<file path="src/hw/ccr_params.svh">
// register offsets, field positions, reset values and bus address for the charger config bank
`ifndef CCR_PARAMS_SVH
`define CCR_PARAMS_SVH

`define CCR_DEV_ADDR        7'h6b
`define CCR_NUM_REGS        8
`define CCR_PTR_W           4
`define CCR_ADDR_W          3

`define CCR_OFS_INPUT_SRC   3'h0
`define CCR_OFS_POWER_ON    3'h1
`define CCR_OFS_CHG_CURRENT 3'h2
`define CCR_OFS_PRECHG_TERM 3'h3
`define CCR_OFS_CHG_VOLT    3'h4
`define CCR_OFS_TERM_TIMER  3'h5
`define CCR_OFS_BOOST_THERM 3'h6
`define CCR_OFS_MISC        3'h7

`define CCR_RST_INPUT_SRC   8'h58
`define CCR_RST_POWER_ON    8'h3b
`define CCR_RST_CHG_CURRENT 8'h20
`define CCR_RST_PRECHG_TERM 8'h11
`define CCR_RST_CHG_VOLT    8'hb2
`define CCR_RST_TERM_TIMER  8'h9c
`define CCR_RST_BOOST_THERM 8'h93
`define CCR_RST_MISC        8'h00

// power_on_configuration fields
`define CCR_POC_REG_RESET   7
`define CCR_POC_WDT_RESTART 6
`define CCR_POC_BOOST_EN    5
`define CCR_POC_CHG_EN      4
`define CCR_POC_SYSMIN_HI   3
`define CCR_POC_SYSMIN_LO   1

// charge_current_control fields
`define CCR_CCC_FAST_HI     7
`define CCR_CCC_FAST_LO     2
`define CCR_CCC_COLD_SEL    1
`define CCR_CCC_REDUCED     0

// precharge_termination_control fields
`define CCR_PTC_PRECHG_HI   7
`define CCR_PTC_PRECHG_LO   4

`define CCR_BIT_CNT_W       4
`define CCR_BITS_PER_BYTE   4'h8
`define CCR_LAST_BIT        4'h7

`endif

</file>
<file path="src/hw/ccr_pkg.sv">
// types shared by the charger config bank modules
package ccr_pkg;

  typedef logic [7:0] ccr_byte_t;

  typedef enum logic [2:0] {
    CCR_IDLE,
    CCR_DEV_ADDR,
    CCR_REG_ADDR,
    CCR_WR_DATA,
    CCR_ACK,
    CCR_RD_DATA,
    CCR_HOST_ACK,
    CCR_RD_LOAD
  } ccr_state_t;

endpackage

</file>
<file path="src/hw/ccr_regif.sv">
// link between the serial engine and the register bank
`timescale 1ns/1ps
interface ccr_regif;
  import ccr_pkg::*;
  logic        wr;
  logic [2:0]  waddr;
  ccr_byte_t   wdata;
  logic [2:0]  raddr;
  ccr_byte_t   rdata;
  ccr_byte_t   poc;
  ccr_byte_t   ccc;
  ccr_byte_t   ptc;
  logic        wdt_restart;

  modport engine (output wr, waddr, wdata, raddr,
                  input  rdata, poc, ccc, ptc, wdt_restart);
  modport bank   (input  wr, waddr, wdata, raddr,
                  output rdata, poc, ccc, ptc, wdt_restart);
endinterface

</file>
<file path="src/hw/ccr_regbank.sv">
// eight byte register bank with defaults, soft register reset and self-clearing strobes
`timescale 1ns/1ps
`include "ccr_params.svh"
module ccr_regbank (
  input wire logic i_clk_sys,
  input wire logic i_rst_n,
  ccr_regif.bank   rif
);
  import ccr_pkg::*;

  localparam ccr_byte_t DEF [`CCR_NUM_REGS] = '{
    `CCR_RST_INPUT_SRC, `CCR_RST_POWER_ON, `CCR_RST_CHG_CURRENT, `CCR_RST_PRECHG_TERM,
    `CCR_RST_CHG_VOLT, `CCR_RST_TERM_TIMER, `CCR_RST_BOOST_THERM, `CCR_RST_MISC};

  ccr_byte_t mem_q [`CCR_NUM_REGS];
  ccr_byte_t mem_d [`CCR_NUM_REGS];
  ccr_byte_t rdata_q;
  ccr_byte_t rdata_d;
  logic      wdt_q;
  logic      wdt_d;
  logic      soft_rst;
  logic      poc_wr;

  assign poc_wr   = rif.wr && (rif.waddr == `CCR_OFS_POWER_ON);
  assign soft_rst = poc_wr && rif.wdata[`CCR_POC_REG_RESET];

  ////////////////////////////////////////////////////////////////////////////////
  genvar g;
  for (g = 0; g < `CCR_NUM_REGS; g++) begin : g_entry
    always_comb begin
      mem_d[g] = mem_q[g];
      if (soft_rst) begin
        mem_d[g] = DEF[g];
      end else if (rif.wr && rif.waddr == 3'(g)) begin
        mem_d[g] = rif.wdata;
        if (3'(g) == `CCR_OFS_POWER_ON) begin
          // strobe bits never stick, so a later read returns zero
          mem_d[g][`CCR_POC_REG_RESET]   = 1'b0;
          mem_d[g][`CCR_POC_WDT_RESTART] = 1'b0;
        end
      end
    end
    always_ff @(posedge i_clk_sys) begin
      if (!i_rst_n) begin
        mem_q[g] <= DEF[g];
      end else begin
        mem_q[g] <= mem_d[g];
      end
    end
  end

  ////////////////////////////////////////////////////////////////////////////////
  always_comb begin
    rdata_d = mem_q[rif.raddr];
    // a soft reset writes only register contents; the restart pulse is suppressed with it
    wdt_d   = poc_wr && !soft_rst && rif.wdata[`CCR_POC_WDT_RESTART];
  end

  always_ff @(posedge i_clk_sys) begin
    if (!i_rst_n) begin
      rdata_q <= 8'h00;
      wdt_q   <= 1'b0;
    end else begin
      rdata_q <= rdata_d;
      wdt_q   <= wdt_d;
    end
  end

  assign rif.rdata       = rdata_q;
  assign rif.poc         = mem_q[`CCR_OFS_POWER_ON];
  assign rif.ccc         = mem_q[`CCR_OFS_CHG_CURRENT];
  assign rif.ptc         = mem_q[`CCR_OFS_PRECHG_TERM];
  assign rif.wdt_restart = wdt_q;
endmodule // ccr_regbank

</file>
<file path="src/hw/ccr_top.sv">
// two-wire serial slave in front of the charger configuration and current registers
`timescale 1ns/1ps
`include "ccr_params.svh"
// Contract
// - writing one to register reset restores defaults
// - soft reset touches registers, not operating mode
// - writing one restarts the watchdog, default zero
// - boost enable bit, default on
// - boost enable overrides charge enable
// - charge enable bit, default on
// - min system voltage code bits 3..1, default 101
// - fast charge code bits 7..2, default 001000
// - cold threshold select, default zero
// - reduced current force scales fast and precharge; the code only passes the bit out on o_reduced_current_force
// - power-on configuration resets to 0x3b
// - charge current control resets to 0x20
// - serial bus address 6bh, registers 0..7 writable
module ccr_top (
  input  wire logic i_clk_sys,
  input  wire logic i_rst_n,
  input  wire logic i_scl,
  input  wire logic i_sda,
  output logic      o_sda_o,
  output logic      o_sda_oe,
  output logic      o_scl_o,
  output logic      o_scl_oe,
  output logic      o_boost_output_enable,
  output logic      o_charge_enable,
  output logic [2:0] o_min_system_voltage,
  output logic [5:0] o_fast_charge_current,
  output logic [3:0] o_precharge_current,
  output logic      o_cold_threshold_sel,
  output logic      o_reduced_current_force,
  output logic      o_wdt_restart
);
  import ccr_pkg::*;

  ccr_regif rif ();

  ccr_regbank u_bank (
    .i_clk_sys (i_clk_sys),
    .i_rst_n   (i_rst_n),
    .rif       (rif)
  );

  ////////////////////////////////////////////////////////////////////////////////
  // line sampling and bus conditions
  logic scl_q;
  logic scl_d;
  logic sda_q;
  logic sda_d;
  logic scl_rise;
  logic scl_fall;
  logic start_c;
  logic stop_c;

  always_comb begin
    scl_d = i_scl;
    sda_d = i_sda;
  end

  always_ff @(posedge i_clk_sys) begin
    if (!i_rst_n) begin
      scl_q <= 1'b1;
      sda_q <= 1'b1;
    end else begin
      scl_q <= scl_d;
      sda_q <= sda_d;
    end
  end

  assign scl_rise = i_scl && !scl_q;
  assign scl_fall = !i_scl && scl_q;
  assign start_c  = i_scl && scl_q && sda_q && !i_sda;
  assign stop_c   = i_scl && scl_q && !sda_q && i_sda;

  ////////////////////////////////////////////////////////////////////////////////
  // byte engine
  ccr_state_t                st_q;
  ccr_state_t                st_d;
  ccr_state_t                after_q;
  ccr_state_t                after_d;
  ccr_byte_t                 sh_q;
  ccr_byte_t                 sh_d;
  logic [`CCR_BIT_CNT_W-1:0] cnt_q;
  logic [`CCR_BIT_CNT_W-1:0] cnt_d;
  logic [`CCR_PTR_W-1:0]     ptr_q;
  logic [`CCR_PTR_W-1:0]     ptr_d;
  logic                      oe_q;
  logic                      oe_d;
  logic                      wr_d;
  logic                      ptr_ok;

  // pointer past the last writable register means the byte is refused
  assign ptr_ok = (ptr_q < `CCR_PTR_W'(`CCR_NUM_REGS));

  always_comb begin
    st_d    = st_q;
    after_d = after_q;
    sh_d    = sh_q;
    cnt_d   = cnt_q;
    ptr_d   = ptr_q;
    oe_d    = oe_q;
    wr_d    = 1'b0;
    case (st_q)
      CCR_IDLE: begin
      end
      CCR_DEV_ADDR, CCR_REG_ADDR, CCR_WR_DATA: begin
        if (scl_rise && cnt_q != `CCR_BITS_PER_BYTE) begin
          sh_d  = {sh_q[6:0], i_sda};
          cnt_d = cnt_q + `CCR_BIT_CNT_W'(1);
        end else if (scl_fall && cnt_q == `CCR_BITS_PER_BYTE) begin
          st_d = CCR_IDLE; // unmatched address or register: no ack, wait for start
          if (st_q == CCR_DEV_ADDR && sh_q[7:1] == `CCR_DEV_ADDR) begin
            oe_d    = 1'b1;
            st_d    = CCR_ACK;
            after_d = sh_q[0] ? CCR_RD_DATA : CCR_REG_ADDR;
          end else if (st_q == CCR_REG_ADDR && sh_q < 8'(`CCR_NUM_REGS)) begin
            ptr_d   = sh_q[`CCR_PTR_W-1:0];
            oe_d    = 1'b1;
            st_d    = CCR_ACK;
            after_d = CCR_WR_DATA;
          end else if (st_q == CCR_WR_DATA && ptr_ok) begin
            wr_d    = 1'b1;
            ptr_d   = ptr_q + `CCR_PTR_W'(1);
            oe_d    = 1'b1;
            st_d    = CCR_ACK;
            after_d = CCR_WR_DATA;
          end
        end
      end
      CCR_ACK, CCR_RD_LOAD: begin
        if (scl_fall) begin
          cnt_d = '0;
          oe_d  = 1'b0;
          st_d  = after_q;
          if (after_q == CCR_RD_DATA || st_q == CCR_RD_LOAD) begin
            // reads past the bank return zero rather than stalling the host
            sh_d = ptr_ok ? rif.rdata : 8'h00;
            oe_d = !sh_d[7];
            st_d = CCR_RD_DATA;
          end
        end
      end
      CCR_RD_DATA: begin
        if (scl_fall) begin
          if (cnt_q == `CCR_LAST_BIT) begin
            oe_d = 1'b0;
            st_d = CCR_HOST_ACK;
          end else begin
            sh_d  = {sh_q[6:0], 1'b0};
            cnt_d = cnt_q + `CCR_BIT_CNT_W'(1);
            oe_d  = !sh_d[7];
          end
        end
      end
      CCR_HOST_ACK: begin
        if (scl_rise) begin
          if (i_sda) begin
            st_d = CCR_IDLE;
          end else begin
            ptr_d = ptr_q + `CCR_PTR_W'(1);
            st_d  = CCR_RD_LOAD;
          end
        end
      end
      default: begin
        st_d = CCR_IDLE;
      end
    endcase
    // bus conditions win over any bit in flight
    if (start_c) begin
      st_d  = CCR_DEV_ADDR;
      cnt_d = '0;
      oe_d  = 1'b0;
      wr_d  = 1'b0;
    end else if (stop_c) begin
      st_d = CCR_IDLE;
      oe_d = 1'b0;
      wr_d = 1'b0;
    end
  end

  always_ff @(posedge i_clk_sys) begin
    if (!i_rst_n) begin
      st_q    <= CCR_IDLE;
      after_q <= CCR_IDLE;
      sh_q    <= 8'h00;
      cnt_q   <= '0;
      ptr_q   <= '0;
      oe_q    <= 1'b0;
    end else begin
      st_q    <= st_d;
      after_q <= after_d;
      sh_q    <= sh_d;
      cnt_q   <= cnt_d;
      ptr_q   <= ptr_d;
      oe_q    <= oe_d;
    end
  end

  assign rif.wr    = wr_d;
  assign rif.waddr = ptr_q[`CCR_ADDR_W-1:0];
  assign rif.wdata = sh_q;
  // the bank read port follows the pointer; scl timing leaves ample cycles to settle
  assign rif.raddr = ptr_q[`CCR_ADDR_W-1:0];

  ////////////////////////////////////////////////////////////////////////////////
  // regulation controls; soft reset reloads these and leaves the engine state alone
  logic ovr_chg_q;
  logic ovr_chg_d;

  always_comb begin
    // boost owns the power stage, so it masks the charge request
    ovr_chg_d = rif.poc[`CCR_POC_CHG_EN] && !rif.poc[`CCR_POC_BOOST_EN];
  end

  always_ff @(posedge i_clk_sys) begin
    if (!i_rst_n) begin
      ovr_chg_q <= 1'b0;
    end else begin
      ovr_chg_q <= ovr_chg_d;
    end
  end

  assign o_sda_o                 = 1'b0;
  assign o_sda_oe                = oe_q;
  assign o_scl_o                 = 1'b0;
  assign o_scl_oe                = 1'b0;
  assign o_boost_output_enable   = rif.poc[`CCR_POC_BOOST_EN];
  assign o_charge_enable         = ovr_chg_q;
  assign o_min_system_voltage    = rif.poc[`CCR_POC_SYSMIN_HI:`CCR_POC_SYSMIN_LO];
  assign o_fast_charge_current   = rif.ccc[`CCR_CCC_FAST_HI:`CCR_CCC_FAST_LO];
  assign o_precharge_current     = rif.ptc[`CCR_PTC_PRECHG_HI:`CCR_PTC_PRECHG_LO];
  assign o_cold_threshold_sel    = rif.ccc[`CCR_CCC_COLD_SEL];
  assign o_reduced_current_force = rif.ccc[`CCR_CCC_REDUCED];
  assign o_wdt_restart           = rif.wdt_restart;
endmodule // ccr_top

</file>
<file path="config.mk">
export PLATFORM = sky130hd
export DESIGN_NAME = ccr_top
export DESIGN_NICKNAME = d
export VERILOG_FILES = /design/src/hw/ccr_pkg.sv /design/src/hw/ccr_regif.sv /design/src/hw/ccr_regbank.sv /design/src/hw/ccr_top.sv
export VERILOG_INCLUDE_DIRS = /design/src /design/src/hw
export SDC_FILE = /design/constraint.sdc
export NUM_CORES = 1
export LEC_CHECK = 0
export ABC_AREA = 1
export BUFFER_PORTS_ARGS = -buffer_cell sky130_fd_sc_hd__buf_2
export CAP_MARGIN = 20
export CORE_UTILIZATION = 61
export CTS_CLUSTER_DIAMETER = 100
export DETAILED_ROUTE_END_ITERATION = 10
export GPL_TIMING_DRIVEN = 0
export PLACE_DENSITY_LB_ADDON = 0.2
export SKIP_LAST_GASP = 1
export SYNTH_ARGS = -nofsm -noshare
export SYNTH_HDL_FRONTEND = slang
export SYNTH_SLANG_ARGS = --single-unit
</file>
<file path="constraint.sdc">
create_clock -name i_clk_sys -period 3.4 [get_ports i_clk_sys]
set_input_delay 0.17 -clock i_clk_sys [delete_from_list [all_inputs] [get_ports i_clk_sys]]
set_output_delay 0.17 -clock i_clk_sys [all_outputs]
set_load 0.005 [all_outputs]
</file>
==> impl_metrics.json <==
{
  "share_comb_of_total_power_pct": 10.7,
  "hold_path_class": "in2reg",
  "cp_data_required_time_ns": 3.55,
  "final_tns_setup_ns": 0,
  "p_sw_w": 0.000633,
  "critical_path.most_common_cell": "inv_1",
  "endpoint_kind": "register",
  "design_area_um2": 5310,
  "row_count": 32,
  "timing.reg2reg.setup_slack_ns": 0.31,
  "finalHoldWorstSlack_ns": 0.0318,
  "postCtsResizedCells": 0,
  "cp_cell_sequence": "clkbuf_1 > inv_1 > ha_1 > inv_1 > nor2_1 > nand3_1 > nand2_1 > inv_1 > buf_2 > o21ai_0 > buf_4",
  "syn_inst": 641,
  "fp.dieW_um": 91.4,
  "power_per_cell_area_nw_per_um2": 424,
  "final_layout_size_suffix_gt1_share_pct": 11.2,
  "critPathMaxFanout": 20,
  "synth.avg_cell_area_um2": 7.61,
  "setup.worst_path.end": "u_bank.mem_q[7][0]$_SDFFCE_PP0P_",
  "placed_area_um2": 5130,
  "commonest_non_fill_non_tap_cell_in_the_layout": "nand2_1",
  "netlist-cell-type-count": 30,
  "synth_top_family_by_area": "simple AND/OR/NAND/NOR gates",
  "fin_nets": 687,
  "switching_share_pct": 28.1,
  "seq_area_frac_synth_pct": 48.0,
  "globalplace.congestion": 0.958,
  "finalSetupViolations": 0,
  "maximum_achievable_frequency_mhz": 324,
  "dpl.hpwl_um": 9710,
  "internal_power_w": 0.00162,
  "mappedNetlistArea_um2": 4880,
  "antenna_found_initial": 0,
  "timing_max_transition_violations_final": 0,
  "hold_viol_final": 0,
  "worst_r2r_startpoint": "ptr_q[1]$_SDFFE_PN0P_",
  "num_io_pins": 26,
  "viasPerCell": 5.91,
  "io_buffers": 21,
  "fin_skew_ns": 0.0108,
  "path_class": "reg2reg",
  "worst-slew-pin-transition_ns": 0.666,
  "synth.area.mux_share_pct": 0,
  "pwr-share-seq_pct": 56.7,
  "grt_pass1_wl_um": 21800,
  "timing.max_slew.rel_slack_pct": 55.1,
  "initial_utilization_pct": 63.1,
  "post-layout-total-power_w": 0.00225,
  "layout.cells.most_common_list": "150 x nand2_1, 112 x nor2_1, 57 x dfxtp_1, 46 x o21ai_0, 40 x edfxtp_1",
  "ir_drop_mv": 0.244,
  "area_delta_synth_final_pct": 8.93,
  "first_global_vias": 4232,
  "numClockSinks": 97,
  "worst_path_max_delay_cell": "inv_1",
  "outcome": "finished, final reports clean",
  "synth-warning-count": 0,
  "clockRootBuffer": "clkbuf_8",
  "synth_fa_ha_area_share_pct": 2.05,
  "htreeDepth": 3,
  "postSynthRegisterBits": 97,
  "cts.reportedPaths.clkPinSlew_ns": 0.09,
  "rr_endpoint": "u_bank.mem_q[7][0]$_SDFFCE_PP0P_",
  "critPathArrivalTime_ns": 3.23,
  "synth-simple-area-share_pct": 30.4,
  "share_of_the_clock_period_used_by_the_worst_path_after_layout_pct": 90.8,
  "cts.path.max_buffers": 2,
  "yosys.area_share.xor_xnor_pct": 0.180,
  "chipHeight_um": 91.4,
  "finalCoreUtilization_pct": 68.8,
  "antenna-diode-count": 0,
  "totalWireLength_um": 13400,
  "power_frac_clock_pct": 32.6,
  "p_leak_nw": 2.18,
  "clk-insertion-delay-late_ns": 0.38,
  "first_iter_violations": 510,
  "period_needed_ns": 3.09,
  "detailroute.via_count": 4618,
  "slowest_delay_ns": 0.43,
  "r2r_cells": 11,
  "fp.dieArea_um2": 8360,
  "ant_nets": 0,
  "track_usage_pct": 34.6,
  "timing.critical_path.from_type": "register",
  "core_area_um2": 7730,
  "unrepaired_setup_endpoints_after_global_routing": "no",
  "grt_start_max_net_pins": 17,
  "synth_compound_area_share_pct": 11.5,
  "gr-total-overflow": 0,
  "drt_pre_antenna_iters": 5,
  "remaining_drc_errors": 0,
  "cap_violations": 0,
  "tritoncts_buffer_count": 9,
  "cts_tree": "built",
  "wl_per_cell_um": 17.2,
  "crit_start": "ptr_q[1]$_SDFFE_PN0P_"
}
final cells by class:
type | count | area (µm²)
Buffer | 36 | 198
Clock buffer | 11 | 154
Clock inverter | 5 | 37.5
Fill cell | 657 | 2410
Inverter | 47 | 176
Multi-Input combinational cell | 462 | 2170
Sequential cell | 97 | 2340
Tap cell | 102 | 128
Timing Repair Buffer | 22 | 113
state kept, by name, indices dropped and copies added, names as in the netlist:
name,flops
o_charge_enable,1
ptr_q,4
u_bank.rif.wdt_restart,1
cnt_q,4
scl_q,1
u_bank.rif.rdata,8
u_bank.mem_q,62
after_q,3
o_sda_oe,1
st_q,3
rif.wdata,8
sda_q,1
repair_timing:
action	CTS	global route
buffers inserted	0	0
hold buffers	0	0
endpoints found under the setup margin	0	5
synthesized netlist by cell type:
library cell | n | area [µm²]
nand3_2 | 2 | 20.0
clkbuf_1 | 17 | 63.8
nand2_4 | 1 | 11.3
a31oi_1 | 2 | 12.5
xor2_1 | 1 | 8.76
nor2_8 | 1 | 20.0
nor3b_1 | 2 | 15.0
buf_2 | 5 | 25.0
clkinv_1 | 3 | 11.3
nand2_1 | 150 | 563
nor3_1 | 16 | 80.1
nand4_1 | 22 | 138
dfxtp_1 | 57 | 1140
nand2_2 | 4 | 25.0
o21ai_0 | 46 | 230
edfxtp_1 | 40 | 1200
ha_1 | 8 | 100
nand3_1 | 31 | 155
inv_1 | 39 | 146
o22ai_1 | 13 | 81.3
nor2_2 | 4 | 25.0
a21oi_1 | 33 | 165
o21ai_1 | 1 | 5.00
nor2_1 | 112 | 420
nor2_4 | 1 | 11.3
inv_2 | 5 | 18.8
o211ai_1 | 8 | 60.1
a21boi_1 | 1 | 7.51
conb_1 | 1 | 3.75
buf_4 | 15 | 113
logic make-up (layout without fill, tap and decap cells):
group / Yosys count / count (layout)
and+or+nand+nor: 346 / 346
AOI/OAI and AO/OA: 104 / 104
DFF: 97 / 97
buffers and inverters: 84 / 121
adders and majority gates: 8 / 8
other: 1 / 3
xor gates and xnor gates: 1 / 1
power by group through the flow:
| stage | Sequential (W) | Clock (W) | Combinational [W] |
|---|---|---|---|
| 5_1_grt | 0.00128 | 0.000785 | 0.000269 |
| 3_3_place_gp | 0.00130 | 0 | 0.000228 |
| 2_1_floorplan | 0.00129 | 0 | 0.000165 |
| 6_report | 0.00128 | 0.000734 | 0.000242 |
| 3_5_place_dp | 0.00130 | 0 | 0.000235 |
| 4_1_cts | 0.00128 | 0.000735 | 0.000235 |
worst min-delay path by stage:
stage,from,endpoint,cells after the start
after floorplan,i_scl,scl_q$_SDFF_PN1_,2
after global placement,i_scl,scl_q$_SDFF_PN1_,3
after detailed placement,i_scl,scl_q$_SDFF_PN1_,3
after CTS,i_scl,scl_q$_SDFF_PN1_,3
after global routing,i_scl,scl_q$_SDFF_PN1_,3
final,i_scl,scl_q$_SDFF_PN1_,3
metrics by stage:
step | instances | setup slack, ns
2_1_floorplan | 643 | 0.991
3_3_place_gp | 766 | 0.139
3_5_place_dp | 767 | 0.158
4_1_cts | 783 | 0.147
5_1_grt | 782 | 0.0611
6_report | 782 | 0.313
per-layer routing:
metal  GRT usage (%)  up-vias  part of all wire, %
met3            5.78       42                  9.6
met5               0        -                    0
li1                -     2188                    -
met4            15.2        0                  2.8
met1            48.9     2128                   43
met2            52.3      260                   45
worst max-delay path: cells and delay by family, from the launching register on:
kind                       cells  cell delay (ns)
buffers and inverters          6             1.61
DFF                            1             0.37
adders and majority gates      1             0.32
AOI/OAI and AO/OA              1             0.31
and+or+nand+nor                3             0.25
No activity file was read; power rests on OpenSTA's default activity.
